`src/core/mema_pkg.sv`:
```
// holds the shared constants of the mac event block and its flag bank
// assumes one bus clock and a synchronous active-low system reset
// ----------------------------------------
// constants
// ----------------------------------------
package mema_pkg;
  localparam int          ADDR_W      = 8;
  localparam int          FLAG_W      = 16;
  // register indices; byte address is four times the index
  localparam logic [7:0]  IDX_FLAGS   = 8'h0a;
  localparam logic [7:0]  IDX_ENABLES = 8'h0c;
  localparam logic [7:0]  IDX_SOFTRST = 8'h0e;
  localparam logic [7:0]  IDX_PHY_SEL = 8'h10;
  localparam logic [7:0]  IDX_REG_SEL = 8'h11;
  localparam logic [7:0]  IDX_MGMT    = 8'h16;
  localparam logic [7:0]  IDX_MAXLEN  = 8'h18;
  // event bit positions, shared by flags and enables
  localparam int          B_FLOW      = 15;
  localparam int          B_BABBLE    = 14;
  localparam int          B_RXERR     = 13;
  localparam int          B_A_OVR     = 12;
  localparam int          B_B_OVR     = 11;
  localparam int          B_A_DONE    = 10;
  localparam int          B_B_DONE    = 9;
  localparam int          B_MGMT      = 8;
  localparam int          B_LATE      = 7;
  localparam int          B_EXCESS    = 6;
  localparam int          B_TX_DONE   = 5;
  localparam logic [15:0] FLAG_IMPL   = 16'hffe0;
  // reset values
  localparam logic [15:0] RST_FLAGS   = 16'h0000;
  localparam logic [15:0] RST_ENABLES = 16'h0000;
  localparam logic [4:0]  RST_PHY     = 5'h00;
  localparam logic [4:0]  RST_REG     = 5'h00;
  localparam logic [10:0] RST_MAXLEN  = 11'h5ee;
  localparam logic [3:0]  RST_DIV     = 4'h0;
  // field positions
  localparam int          RST_BIT     = 0;
  localparam int          OP_LSB      = 6;
  localparam int          BUSY_BIT    = 5;
  localparam int          NOPRE_BIT   = 4;
  // receive length clamp and collision limits
  localparam logic [10:0] MAXLEN_MIN  = 11'h040;
  localparam logic [10:0] MAXLEN_MAX  = 11'h5ee;
  localparam logic [15:0] COLL_WINDOW = 16'h0200;
  localparam logic [4:0]  RETRY_MAX   = 5'h0f;
  // management opcodes and bus answers
  localparam logic [1:0]  OP_WRITE    = 2'h1;
  localparam logic [1:0]  OP_READ     = 2'h2;
  localparam logic [1:0]  RESP_OKAY   = 2'h0;
  localparam logic [1:0]  RESP_SLVERR = 2'h2;
endpackage : mema_pkg

```
`src/core/mema_flag_bank.sv`:
```
// holds the sticky event flags, one write-one-to-clear cell per implemented bit; reserved bits read zero
// assumes set strobes and clear masks are synchronous to clock
`timescale 1ns/100ps
`default_nettype none
module mema_flag_bank
  import mema_pkg::*;
#(
  parameter int          WIDTH = FLAG_W,
  parameter logic [15:0] IMPL  = FLAG_IMPL
) (
  // clock and local reset
  input  wire logic             clock,
  input  wire logic             clear,
  // events and software clears
  input  wire logic [WIDTH-1:0] set_stb,
  input  wire logic [WIDTH-1:0] clr_mask,
  // state
  output logic      [WIDTH-1:0] flags
);
  // ----------------------------------------
  // flag cells
  // ----------------------------------------
  genvar i;
  generate
    for (i = 0; i < WIDTH; i++) begin : g_cell
      if (IMPL[i]) begin : g_impl
        always_ff @(posedge clock) begin
          if (clear)
            flags[i] <= RST_FLAGS[i];
          else if (set_stb[i])
            flags[i] <= 1'b1;
          else if (clr_mask[i])
            flags[i] <= 1'b0;
        end
      end else begin : g_rsvd
        assign flags[i] = 1'b0;
      end
    end
  endgenerate
endmodule : mema_flag_bank
`default_nettype wire

```
`src/core/mema_event_ctrl.sv`:
```
// event flags, enables, local reset and management address registers
// assumes an axi4-lite master on clock and one-cycle datapath strobes
//
// Contract
// - flag and enable raise request
// - write one clears flag, zero ignored
// - request holds until flag or enable cleared
// - pause frame sets flow flag
// - overlong frame sets babble flag
// - phy, length, alignment, crc errors flag
// - per-buffer overrun flags
// - per-buffer frame done flags
// - management transfer end sets flag
// - late collision past 512 bits flagged
// - more than 15 collisions flagged
// - frame discarded, start needed again
// - transmit done sets flag
// - one read-write enable per flag
// - reset bit restores all registers
// - local reset aborts frames now
// - reset bit write zero ignored, reads zero
// - phy select five bits, reset zero
// - register select five bits, reset zero
// - busy from opcode until done flag
// - max length clamped 0x040 to 0x5ee
`timescale 1ns/100ps
`default_nettype none
module mema_event_ctrl
  import mema_pkg::*;
(
  // clock and reset
  input  wire logic              clock,
  input  wire logic              rst_n,
  // axi4-lite write
  input  wire logic [ADDR_W-1:0] s_axi_awaddr,
  input  wire logic [2:0]        s_axi_awprot,
  input  wire logic              s_axi_awvalid,
  output logic                   s_axi_awready,
  input  wire logic [31:0]       s_axi_wdata,
  input  wire logic [3:0]        s_axi_wstrb,
  input  wire logic              s_axi_wvalid,
  output logic                   s_axi_wready,
  output logic [1:0]             s_axi_bresp,
  output logic                   s_axi_bvalid,
  input  wire logic              s_axi_bready,
  // axi4-lite read
  input  wire logic [ADDR_W-1:0] s_axi_araddr,
  input  wire logic [2:0]        s_axi_arprot,
  input  wire logic              s_axi_arvalid,
  output logic                   s_axi_arready,
  output logic [31:0]            s_axi_rdata,
  output logic [1:0]             s_axi_rresp,
  output logic                   s_axi_rvalid,
  input  wire logic              s_axi_rready,
  // receive events
  input  wire logic              pause_rx_stb,
  input  wire logic              rx_len_stb,
  input  wire logic [10:0]       rx_frame_len,
  input  wire logic              rx_phy_err_stb,
  input  wire logic              rx_len_mismatch_stb,
  input  wire logic              rx_align_err_stb,
  input  wire logic              rx_crc_err_stb,
  input  wire logic [1:0]        rx_overrun_stb,
  input  wire logic [1:0]        rx_done_stb,
  // transmit events
  input  wire logic              half_duplex,
  input  wire logic              tx_start_cmd,
  input  wire logic              collision_stb,
  input  wire logic [15:0]       tx_bit_count,
  input  wire logic              tx_done_stb,
  // management engine
  input  wire logic              mgmt_xfer_done_stb,
  output logic                   mgmt_start,
  output logic [1:0]             mgmt_op,
  output logic                   mgmt_busy,
  output logic [4:0]             mgmt_phy_select,
  output logic [4:0]             mgmt_reg_select,
  output logic                   mgmt_nopre,
  output logic [3:0]             mgmt_clk_div,
  // datapath control
  output logic                   mac_reset_pulse,
  output logic                   tx_halted,
  output logic                   tx_discard,
  output logic [10:0]            max_rx_frame_len,
  // request
  output logic                   irq
);
  // ----------------------------------------
  // decode helpers
  // ----------------------------------------
  function automatic logic hit(input logic [ADDR_W-1:0] a,
                               input logic [7:0] idx);
    hit = (a[ADDR_W-1:2] == idx[ADDR_W-3:0]);
  endfunction : hit

  function automatic logic [15:0] lanes(input logic [3:0] strb);
    lanes = {{8{strb[1]}}, {8{strb[0]}}};
  endfunction : lanes

  // ----------------------------------------
  // state
  // ----------------------------------------
  logic [15:0] flags;
  logic [15:0] event_enables;
  logic [4:0]  phy_sel;
  logic [4:0]  reg_sel;
  logic [10:0] max_len_raw;
  logic [3:0]  clk_div;
  logic        nopre;
  logic        busy;
  logic [4:0]  coll_cnt;
  logic        aw_held;
  logic        w_held;
  logic [ADDR_W-1:0] aw_addr;
  logic [31:0] w_data;
  logic [3:0]  w_strb;
  logic        local_clr;

  // ----------------------------------------
  // write channel
  // ----------------------------------------
  wire aw_fire  = s_axi_awvalid & s_axi_awready;
  wire w_fire   = s_axi_wvalid & s_axi_wready;
  wire do_write = aw_held & w_held & ~s_axi_bvalid;
  wire [15:0] hmask = w_data[15:0] & lanes(w_strb);
  wire wr_flags = do_write & hit(aw_addr, IDX_FLAGS);
  wire wr_en    = do_write & hit(aw_addr, IDX_ENABLES);
  wire wr_rst   = do_write & hit(aw_addr, IDX_SOFTRST);
  wire wr_phy   = do_write & hit(aw_addr, IDX_PHY_SEL) & w_strb[0];
  wire wr_reg   = do_write & hit(aw_addr, IDX_REG_SEL) & w_strb[0];
  wire wr_mgmt  = do_write & hit(aw_addr, IDX_MGMT) & w_strb[0];
  wire wr_len   = do_write & hit(aw_addr, IDX_MAXLEN);
  wire wr_known = hit(aw_addr, IDX_FLAGS) | hit(aw_addr, IDX_ENABLES)
                | hit(aw_addr, IDX_SOFTRST) | hit(aw_addr, IDX_PHY_SEL)
                | hit(aw_addr, IDX_REG_SEL) | hit(aw_addr, IDX_MGMT)
                | hit(aw_addr, IDX_MAXLEN);

  assign s_axi_awready = ~aw_held;
  assign s_axi_wready  = ~w_held;

  always_ff @(posedge clock) begin
    if (!rst_n) begin
      aw_held <= 1'b0;
      w_held  <= 1'b0;
      aw_addr <= '0;
      w_data  <= '0;
      w_strb  <= '0;
    end else begin
      if (aw_fire) begin
        aw_held <= 1'b1;
        aw_addr <= s_axi_awaddr;
      end else if (do_write)
        aw_held <= 1'b0;
      if (w_fire) begin
        w_held <= 1'b1;
        w_data <= s_axi_wdata;
        w_strb <= s_axi_wstrb;
      end else if (do_write)
        w_held <= 1'b0;
    end
  end

  always_ff @(posedge clock) begin
    if (!rst_n) begin
      s_axi_bvalid <= 1'b0;
      s_axi_bresp  <= RESP_OKAY;
    end else if (do_write) begin
      s_axi_bvalid <= 1'b1;
      s_axi_bresp  <= wr_known ? RESP_OKAY : RESP_SLVERR;
    end else if (s_axi_bready)
      s_axi_bvalid <= 1'b0;
  end

  // ----------------------------------------
  // local reset
  // ----------------------------------------
  // one-cycle local reset
  // only a one acts
  // one cycle is enough: every register on local_clr clears synchronously; the bus channel registers keep their state
  always_ff @(posedge clock) begin
    if (!rst_n)
      mac_reset_pulse <= 1'b0;
    else
      mac_reset_pulse <= wr_rst & w_strb[0] & w_data[RST_BIT];
  end
  assign local_clr = ~rst_n | mac_reset_pulse;

  // ----------------------------------------
  // event sources
  // ----------------------------------------
  // clamp programmed length
  assign max_rx_frame_len = (max_len_raw <= MAXLEN_MIN) ? MAXLEN_MIN :
                            (max_len_raw >= MAXLEN_MAX) ? MAXLEN_MAX :
                            max_len_raw;
  wire babble_ev = rx_len_stb & (rx_frame_len > max_rx_frame_len);
  wire rxerr_ev  = rx_phy_err_stb | rx_len_mismatch_stb
                 | rx_align_err_stb | rx_crc_err_stb;
  wire hd_coll   = collision_stb & half_duplex;
  wire late_ev   = hd_coll & (tx_bit_count >= COLL_WINDOW);
  wire excess_ev = hd_coll & (coll_cnt == RETRY_MAX);

  logic [15:0] set_stb;
  always_comb begin
    set_stb            = '0;
    set_stb[B_FLOW]    = pause_rx_stb;
    set_stb[B_BABBLE]  = babble_ev;
    set_stb[B_RXERR]   = rxerr_ev;
    set_stb[B_A_OVR]   = rx_overrun_stb[0];
    set_stb[B_B_OVR]   = rx_overrun_stb[1];
    set_stb[B_A_DONE]  = rx_done_stb[0];
    set_stb[B_B_DONE]  = rx_done_stb[1];
    set_stb[B_MGMT]    = mgmt_xfer_done_stb & busy;
    set_stb[B_LATE]    = late_ev;
    set_stb[B_EXCESS]  = excess_ev;
    set_stb[B_TX_DONE] = tx_done_stb;
  end

  wire [15:0] clr_mask = wr_flags ? hmask : 16'h0000;

  mema_flag_bank #(
    .WIDTH (FLAG_W),
    .IMPL  (FLAG_IMPL)
  ) u_flags (
    .clock    (clock),
    .clear    (local_clr),
    .set_stb  (set_stb),
    .clr_mask (clr_mask),
    .flags    (flags)
  );

  // ----------------------------------------
  // collisions and discard
  // ----------------------------------------
  always_ff @(posedge clock) begin
    if (local_clr | tx_start_cmd)
      coll_cnt <= '0;
    else if (hd_coll && coll_cnt != RETRY_MAX + 5'h01)
      coll_cnt <= coll_cnt + 5'h01;
  end
  always_ff @(posedge clock) begin
    if (local_clr) begin
      tx_halted  <= 1'b0;
      tx_discard <= 1'b0;
    end else begin
      tx_discard <= excess_ev;
      if (excess_ev)
        tx_halted <= 1'b1;
      else if (tx_start_cmd)
        tx_halted <= 1'b0;
    end
  end

  // ----------------------------------------
  // control registers
  // ----------------------------------------
  wire [1:0] wr_op   = w_data[OP_LSB+1:OP_LSB];
  wire       op_ok   = wr_mgmt & ~busy & (clk_div != 4'h0)
                     & (wr_op == OP_WRITE || wr_op == OP_READ);

  always_ff @(posedge clock) begin
    if (local_clr) begin
      event_enables <= RST_ENABLES;
      phy_sel       <= RST_PHY;
      reg_sel       <= RST_REG;
      max_len_raw   <= RST_MAXLEN;
      clk_div       <= RST_DIV;
      nopre         <= 1'b0;
    end else begin
      if (wr_en)
        event_enables <= (event_enables & ~lanes(w_strb))
                       | (w_data[15:0] & lanes(w_strb) & FLAG_IMPL);
      if (wr_phy)
        phy_sel <= w_data[4:0];
      if (wr_reg)
        reg_sel <= w_data[4:0];
      if (wr_len && w_strb[0])
        max_len_raw[7:0] <= w_data[7:0];
      if (wr_len && w_strb[1])
        max_len_raw[10:8] <= w_data[10:8];
      if (wr_mgmt && !busy) begin
        clk_div <= w_data[3:0];
        nopre   <= w_data[NOPRE_BIT];
      end
    end
  end

  always_ff @(posedge clock) begin
    if (local_clr) begin
      busy       <= 1'b0;
      mgmt_start <= 1'b0;
      mgmt_op    <= 2'h0;
    end else begin
      mgmt_start <= op_ok;
      if (op_ok) begin
        busy    <= 1'b1;
        mgmt_op <= wr_op;
      end else if (mgmt_xfer_done_stb)
        busy <= 1'b0;
    end
  end

  assign mgmt_busy       = busy;
  assign mgmt_phy_select = phy_sel;
  assign mgmt_reg_select = reg_sel;
  assign mgmt_nopre      = nopre;
  assign mgmt_clk_div    = clk_div;

  // ----------------------------------------
  // request
  // ----------------------------------------
  // or of enabled flags
  // falls only with flag or enable
  assign irq = |(flags & event_enables);

  // ----------------------------------------
  // read channel
  // ----------------------------------------
  wire [15:0] mgmt_rd = {8'h00, 2'h0, busy, nopre, clk_div};
  wire [31:0] rd_mux  =
    hit(s_axi_araddr, IDX_FLAGS)   ? {16'h0000, flags} :
    hit(s_axi_araddr, IDX_ENABLES) ? {16'h0000, event_enables} :
    hit(s_axi_araddr, IDX_PHY_SEL) ? {27'h000_0000, phy_sel} :
    hit(s_axi_araddr, IDX_REG_SEL) ? {27'h000_0000, reg_sel} :
    hit(s_axi_araddr, IDX_MGMT)    ? {16'h0000, mgmt_rd} :
    hit(s_axi_araddr, IDX_MAXLEN)  ? {21'h00_0000, max_len_raw} :
                                     32'h0000_0000;
  wire rd_known = hit(s_axi_araddr, IDX_FLAGS)
                | hit(s_axi_araddr, IDX_ENABLES)
                | hit(s_axi_araddr, IDX_SOFTRST)
                | hit(s_axi_araddr, IDX_PHY_SEL)
                | hit(s_axi_araddr, IDX_REG_SEL)
                | hit(s_axi_araddr, IDX_MGMT)
                | hit(s_axi_araddr, IDX_MAXLEN);

  assign s_axi_arready = ~s_axi_rvalid;

  always_ff @(posedge clock) begin
    if (!rst_n) begin
      s_axi_rvalid <= 1'b0;
      s_axi_rdata  <= 32'h0000_0000;
      s_axi_rresp  <= RESP_OKAY;
    end else if (s_axi_arvalid && s_axi_arready) begin
      s_axi_rvalid <= 1'b1;
      s_axi_rdata  <= rd_mux;
      s_axi_rresp  <= rd_known ? RESP_OKAY : RESP_SLVERR;
    end else if (s_axi_rready)
      s_axi_rvalid <= 1'b0;
  end

  // ----------------------------------------
  // checks
  // ----------------------------------------
  irq_source_a : assert property (
    @(posedge clock) disable iff (!rst_n)
    irq == |(flags & event_enables))
    else $error("request does not match flags and enables");

  w1c_clear_a : assert property (
    @(posedge clock) disable iff (!rst_n)
    wr_flags && !mac_reset_pulse && clr_mask[B_TX_DONE]
      && !set_stb[B_TX_DONE] |=> !flags[B_TX_DONE])
    else $error("write one did not clear flag");

  irq_hold_a : assert property (
    @(posedge clock) disable iff (!rst_n)
    irq && !wr_flags && !wr_en && !mac_reset_pulse |=> irq)
    else $error("request dropped without a clear");

  set_wins_a : assert property (
    @(posedge clock) disable iff (!rst_n)
    set_stb[B_RXERR] && !mac_reset_pulse |=> flags[B_RXERR])
    else $error("event lost against clear");

  babble_set_a : assert property (
    @(posedge clock) disable iff (!rst_n)
    rx_len_stb && rx_frame_len > max_rx_frame_len
      && !mac_reset_pulse |=> flags[B_BABBLE])
    else $error("overlong frame not flagged");

  excess_set_a : assert property (
    @(posedge clock) disable iff (!rst_n)
    tx_start_cmd ##1 (!tx_start_cmd && !mac_reset_pulse
      && hd_coll)[*8] ##1 (!tx_start_cmd && !mac_reset_pulse
      && hd_coll)[*8] |=> flags[B_EXCESS] && tx_halted)
    else $error("sixteenth collision not flagged");

  busy_clear_a : assert property (
    @(posedge clock) disable iff (!rst_n)
    busy && mgmt_xfer_done_stb && !op_ok && !mac_reset_pulse
      |=> !busy && flags[B_MGMT])
    else $error("busy not cleared with done flag");

  len_clamp_a : assert property (
    @(posedge clock) disable iff (!rst_n)
    max_rx_frame_len >= MAXLEN_MIN && max_rx_frame_len <= MAXLEN_MAX)
    else $error("receive length outside clamp");

  soft_rst_a : assert property (
    @(posedge clock) disable iff (!rst_n)
    mac_reset_pulse |=> flags == RST_FLAGS
      && event_enables == RST_ENABLES && phy_sel == RST_PHY)
    else $error("local reset left state behind");
endmodule : mema_event_ctrl
`default_nettype wire

```
`config.mk`:
```
export PLATFORM = sky130hd
export DESIGN_NAME = mema_event_ctrl
export DESIGN_NICKNAME = d
export VERILOG_FILES = /design/src/core/mema_pkg.sv /design/src/core/mema_flag_bank.sv /design/src/core/mema_event_ctrl.sv
export SDC_FILE = /design/constraint.sdc
export NUM_CORES = 1
export LEC_CHECK = 0
export BUFFER_PORTS_ARGS = -buffer_cell sky130_fd_sc_hd__buf_4
export CORE_ASPECT_RATIO = 0.8
export CORE_UTILIZATION = 50
export DETAILED_ROUTE_END_ITERATION = 12
export GPL_TIMING_DRIVEN = 1
export PLACE_DENSITY_LB_ADDON = 0.05
export SETUP_SLACK_MARGIN = 0.15
export SKIP_LAST_GASP = 1
export SLEW_MARGIN = 30
export SYNTH_ARGS = -nofsm -noshare
export SYNTH_HDL_FRONTEND = slang
export SYNTH_SLANG_ARGS = --single-unit
```
`constraint.sdc`:
```
create_clock -name clock -period 3 [get_ports clock]
set_input_delay 0.15 -clock clock [delete_from_list [all_inputs] [get_ports clock]]
set_output_delay 0.15 -clock clock [all_outputs]
set_load 0.03 [all_outputs]
```
==> metrics.md, run 1 <==
| Metric | Value |
|---|---|
| Post-Synthesis Cells | between 500 and 600 |
| R2r setup slk | around 530 ps |
| Endpoint class of the critical path | flop |
| Worst path required time | about 3200 ps |
| Overall die width | approximately 120 µm |
| Reg-to-reg startpoint | max_len_raw[0] |
| WL/cell | 15.66 µm |
| Vias in the first global route | between 4k and 5k |
| R2R Path End | u_flags.flags[14] |
| CTS resizes | 0 |
| Via-to-Cell Ratio | ~5.5 |
| Final Total Pwr | roughly 0.003 W |
| ANT nets after route | 0 |
| # rows | 32 |
| Worst hold margin | 2.793 ps |
| Max H-tree Level | 3 |
| Leakage | between 2 and 3 nW |
| Unrepaired setup endpoints after global routing | no |
| Clock Skew | around 7.7 ps |
| Layout cells sized above 1 | about a quarter |
| Max Slew Vio Count | 0 |
| Largest area contributor in the netlist | dfxtp_1 |
| N_diodes | 0 |
| Slew margin rel. | around 56% |
| Initial core utilization | a little over half |
| Total GRT Usage | 25.38% |
| Sequential element share of the synthesized area | between 40% and 50% |
| Synth cell types | 54 |
| I/O pin cnt | ~180 |
| Crit Path Max Fanout | 6 |
| CTS buffer count | 9 |
| CTS tree | yes |
| Reg clk slew, reported paths | ~70 ps |
| Drt initial violations | roughly 330 |
| Status | completed |
| Hold EP | u_flags.flags[11] |
| Main area contributors after synthesis | dfxtp_1 43%, mux2i_1 8.0%, nand2_1 6.3% |
| Port Buffers | 126 |
| Synth Flop Type | dfxtp_1 |
| DP HPWL | between 10000 and 15000 µm |
| Root Buffer | clkbuf_16 |
| Initial antenna violation count | 0 |
| Vias post-DR | 4607 |
| Syn Std Cell Area | roughly 5200 µm² |
| Area grow syn2layout | 24.36% |
| Hold Crit Depth | 3 |
| Number of synthesized flops with an enable pin | 0 |
| TritonRoute pass-1 iters | 5 |
| Worst hold path class | primary input to flop |
| Synth top area share | 42.54% |
| Clock Path Buffers | 2 |
| RePlAce Congestion | 0.8477 |
| Actual slew at the worst max-slew pin | ~660 ps |
| CP arrival | roughly 2700 ps |
| Worst Reg-to-Reg Cells | 10 |
| Hold Path Origin | rx_overrun_stb[1] |
| Hold Fails Final Rpt | 0 |
| DRC violations left | 0 |
| Overflow after GRT | 0 |
| CTS sink cnt | about 110 |
| Pwr Density | 469.2 nW/µm² |
| CORE AREA | a little under 10000 µm² |
| Fraction of registers with async set/reset | 0% |
| VDD IR-drop max | between 0.3 and 0.4 mV |
| First-pass GRT wire length | ~21000 µm |
| CTS hold repair buffers | 0 |
| Die area | about 11000 µm² |
| Clock latency on the worst-skew pair | around 350 ps |
| Largest net degree at the start of global routing | 50 |
| Yosys reg bits | 111 |
| Min Clock Period, post-route | ~2500 ps |
| Final Setup Violations | 0 |
| Max Clock Freq | around 0.40 GHz |
| DIE HEIGHT | 93.42 µm |
| DRT Wirelength | around 13000 µm |
| Fin Setup TNS | 0 ps |
| Critical path class | flop to flop |
| Post-CTS Setup Inserts | 0 |
| Crit start category | flop |
| Fin crit share | between 80 and 90% |
| Mean post-synth cell area | 8.945 µm² |
| Syn. warnings | 0 |
| Max cap viols | 0 |
| Fin nets | a little over 800 |
-- cells in the final DEF (no fill, tap or decap), drive strengths merged, types with 3 or more instances in the layout --
cell / count
nand4: 4
and3: 8
buf: 135
xor2: 3
ha: 14
nand3: 24
a222oi: 6
clkbuf: 11
a221oi: 9
nor2b: 11
dfxtp: 111
nor3b: 9
nand4b: 3
nand2b: 6
mux2i: 42
o21ai: 20
a22oi: 8
inv: 23
conb: 18
nor4: 8
nor2: 54
a22o: 6
a21boi: 21
a21oi: 26
nor3: 9
nand2: 88
-- through the flow --
stage          instance area, µm²  worst slack [ps]  cells  utilization, %
2_1_floorplan                5288             750.0    601               -
3_3_place_gp                 6213             630.9    828           62.83
3_5_place_dp                 6213             537.3    828           62.83
4_1_cts                      6496             520.3    844           65.69
5_1_grt                      6496             416.8    844           65.69
6_report                     6496             528.1    844           65.69
-- cell families (layout without fill, tap and decap cells) --
| family | count (synthesis) | count (layout) | share of synthesized area, % |
|---|---|---|---|
| DFF | 111 | 111 | 42.54 |
| muxes | 42 | 42 | 8.048 |
| other | 1 | 18 | 0.07179 |
| adders and majority gates | 14 | 14 | 3.353 |
| and+or+nand+nor | 240 | 240 | 24.12 |
| xor gates and xnor gates | 4 | 4 | 0.6708 |
| AOI/OAI and AO/OA | 107 | 107 | 14.75 |
| buffers and inverters | 65 | 172 | 6.443 |
-- cell usage after synthesis (6+ instances only) --
master,instances
a21boi_0,21
a21oi_1,26
a221oi_2,6
a222oi_1,6
a22o_1,6
a22oi_1,7
and3_1,8
buf_4,18
clkbuf_1,18
dfxtp_1,111
ha_1,14
inv_1,21
mux2i_1,42
nand2_1,88
nand2b_1,6
nand3_1,23
nor2_1,54
nor2b_1,11
nor3_1,9
o21ai_0,20
-- worst max path at each step --
stage,startpoint,end,slack (ps),cells after the start
floorplan,max_len_raw[7],u_flags.flags[14],750,12
global placement,max_len_raw[1],u_flags.flags[14],630,10
detailed placement,max_len_raw[0],u_flags.flags[14],540,10
CTS,max_len_raw[0],u_flags.flags[14],520,10
global route,max_len_raw[0],u_flags.flags[14],420,10
finish,max_len_raw[0],u_flags.flags[14],530,10
-- where the power goes --
part	internal (W)	switching, W
clock network	0.000594	0.000541
logic	0.000147	0.000197
registers	0.00152	0.0000516
-- sequential cells by signal, summed over array words and instances, names as in the netlist, named ones only --
name,count
w_held,1
mgmt_nopre,1
aw_addr,6
u_flags.flags,11
mgmt_op,2
w_strb,2
s_axi_rvalid,1
s_axi_rdata,16
aw_held,1
tx_discard,1
s_axi_rresp,1
mgmt_start,1
s_axi_bvalid,1
mgmt_phy_select,5
mgmt_busy,1
mgmt_reg_select,5
w_data,16
tx_halted,1
coll_cnt,5
mac_reset_pulse,1
mgmt_clk_div,4
s_axi_bresp,1
max_len_raw,11
event_enables,5
-- cell type report --
class / count / area, µm²
fillers: 842 / 3393
multi-input cells: 425 / 2729
flip-flops and latches: 111 / 2222
repair buffers: 135 / 1013
clock buffers: 11 / 242.7
well taps: 136 / 170.2
inverters: 21 / 78.83
clock inverters: 5 / 40.04
-- per-layer routing --
metal	GRT usage [%]	vias to the layer above	part of all wire, %
met2	39.25	172	44
met3	5.962	14	7.0
li1	-	2263	-
met1	35.32	2158	48
met4	6.410	0	1.3
met5	0	-	0
-- critical path: stages (launching register included) --
cell and delay [ps]:
dfxtp_1 350, or4_1 530, o31ai_1 200, nand2_1 160, o21ai_0 180, ha_1 310, nor2b_1 130, o21ai_0 140
nand3_1 90, a21oi_1 170, a211oi_1 90
Note: power is estimated with default switching activity, not from simulation.
==> inputs of run 2 (changes only) <==
- clock period: 3 -> 2.4 ns (I/O delays scaled with it)
==> run 2 against run 1 <==
Compared with the run above: largest power group unchanged; highest routed layer unchanged; critical endpoint unchanged; the run now ends with setup timing left; first-iteration DRC count down 15%; clock-buffer cell count down 2; power up 30%; largest cell class unchanged; clock skew up 2.2 ps; clock power up 37%; worst setup slack worse by 570 ps; die area unchanged; combinational power up 31%; non-clock buffer count up 18; utilization up 2.8 points.
==> metrics.md, run 2 (synthesis results as in run 1) <==
| Metric | Value |
|---|---|
| Max Clock Freq | 0.4103 GHz (+1.4%) |
| VDD IR-drop max | 0.4777 mV (+39%) |
| Critical path class | flop to flop |
| Vias post-DR | 4668 (+1.3%) |
| Die area | 10860 µm² (unchanged) |
| Worst hold path class | primary input to flop |
| Root Buffer | clkbuf_16 |
| Failing checks | setup timing |
| Largest net degree at the start of global routing | 50 (unchanged) |
| Via-to-Cell Ratio | 5.415 (-0.79%) |
| CORE AREA | 9889 µm² (unchanged) |
| N_diodes | 0 (unchanged) |
| Commonest non-fill, non-tap cells in the layout | 142 x buf_4, 108 x dfxtp_1, 87 x nand2_1, 52 x nor2_1, 42 x mux2i_1 |
| Min Clock Period, post-route | 2437 ps (-34.78 ps) |
| DP Area | 6264 µm² (+0.81%) |
| Max Slew Vio Count | 0 (unchanged) |
| Leakage | 3.028 nW (+4.0%) |
| ANT nets after route | 0 (unchanged) |
| Crit Path Max Fanout | 6 (unchanged) |
| Vias in the first global route | 4284 (-0.16%) |
| # rows | 32 (unchanged) |
| Final Setup Violations | 1 (+1) |
| DRT Wirelength | 13750 µm (+4.0%) |
| DP HPWL | 10180 µm (+0.99%) |
| Worst path required time | 2630 ps (-580 ps) |
| Pwr Density | 585.5 nW/µm² (+25%) |
| CTS buffer count | 9 (unchanged) |
| Layout cells sized above 1 | 27.55% (+3.4 points) |
| Overall die width | 116.3 µm (unchanged) |
| Actual slew at the worst max-slew pin | 642.7 ps (-14.33 ps) |
| Hold Fails Final Rpt | 0 (unchanged) |
| CP arrival | 2660 ps (-20 ps) |
| Area grow syn2layout | 29.72% |
| DRC violations left | 0 (unchanged) |
| Max cap viols | 0 (unchanged) |
| Clock Path Buffers | 2 (unchanged) |
| Endpoint class of the critical path | flop |
| First-pass GRT wire length | 21520 µm (+1.3%) |
| I/O pin cnt | 182 (unchanged) |
| TritonRoute pass-1 iters | 5 (unchanged) |
| Pre-CTS WS | 32.22 ps (-505.1 ps) |
| Fin worst setup slack | -37.10 ps (-565.2 ps) |
| Initial antenna violation count | 0 (unchanged) |
| Top Registers | s_axi_rdata (16), w_data (16) |
| Design area | 6777 µm² (+4.3%) |
| Slew margin rel. | 56.82% (+0.96 points) |
| WL/cell | 15.95 µm (+1.8%) |
| Max H-tree Level | 3 (unchanged) |
| Most common cell after layout, fill and taps aside | buf_4 |
| Unrepaired setup endpoints after global routing | yes |
| Fin crit share | 101.5% (+19 points) |
| Drt initial violations | 281 (-15%) |
| Status | complete, but fails checks |
| Overflow after GRT | 0 (unchanged) |
| Clock latency on the worst-skew pair | 360 ps (about the same) |
| Clock Skew | 9.966 ps (+2.226 ps) |
| Reg clk slew, reported paths | 80 ps (about the same) |
| Fin nets | 842 (+2.2%) |
| CTS tree | yes |
| Total GRT Usage | 25.94% (+0.56 points) |
| DIE HEIGHT | 93.42 µm (unchanged) |
| Final Total Pwr | 0.003968 W (+30%) |
| Port Buffers | 126 (unchanged) |
| RePlAce Congestion | 0.8436 (-0.48%) |
| Initial core utilization | 52.82% (unchanged) |
| Crit start category | flop |
| CTS sink cnt | 111 (unchanged) |
-- run 2: stage by stage --
step | util (%) | setup TNS [ps] | cells | hold WS [ps]
CTS | 67.54 | 0 | 860 | 4.070
detailed placement | 63.33 | 0 | 834 | 332.2
floorplan | - | 0 | 601 | 197.4
finish | 68.52 | -37.10 | 862 | 8.769
global route | 68.52 | -136.1 | 862 | 6.111
global placement | 63.33 | 0 | 834 | 324.3
-- run 2: final timing paths --
path	startpoint	slack (ps)	end	cells after the start
hold / removal	rx_crc_err_stb	9	u_flags.flags[13]	3
setup reg to reg	max_len_raw[1]	-40	u_flags.flags[14]	10
setup / recovery	max_len_raw[1]	-40	u_flags.flags[14]	10
hold reg to reg	tx_halted	460	tx_halted	1
-- run 2: critical path, cell delays in order (launching register included) --
cell and delay (ps):
dfxtp_2 320, or4_4 540, o31ai_4 270, nand2_2 150, nand3b_1 240, ha_4 240
and3_4 160, o21ai_1 70, nand3_1 80, a21oi_1 130, a211oi_1 80
-- run 2: final cells by class --
cell class,instances,area (µm²)
multi-input cells,425,2811
well taps,136,170.2
flip-flops and latches,111,2226
repair buffers,153,1179
fillers,795,3113
clock inverters,7,86.33
inverters,21,78.83
clock buffers,9,225.2
-- run 2: report_power, final --
part	internal [W]	total [W]	switching, W
combinational	0.000196	0.000451	0.000255
sequential	0.00190	0.00196	0.0000636
clock	0.000836	0.00156	0.000722
-- run 2: per-layer routing --
layer	wire length [µm]	up-vias	global-route usage, %
met5	0	-	0
met4	172	0	7.799
met3	1062	16	5.768
met1	6289	2167	36.08
li1	-	2297	-
met2	6221	188	39.79
-- run 2: repair_timing --
action | CTS | global route
resized for setup | 4 | 23
hold buffers | 9 | 0
pin swaps | 1 | 9
buffers inserted | 1 | 2
hold endpoints to repair | 12 | 0
setup endpoints to repair | 1 | 6
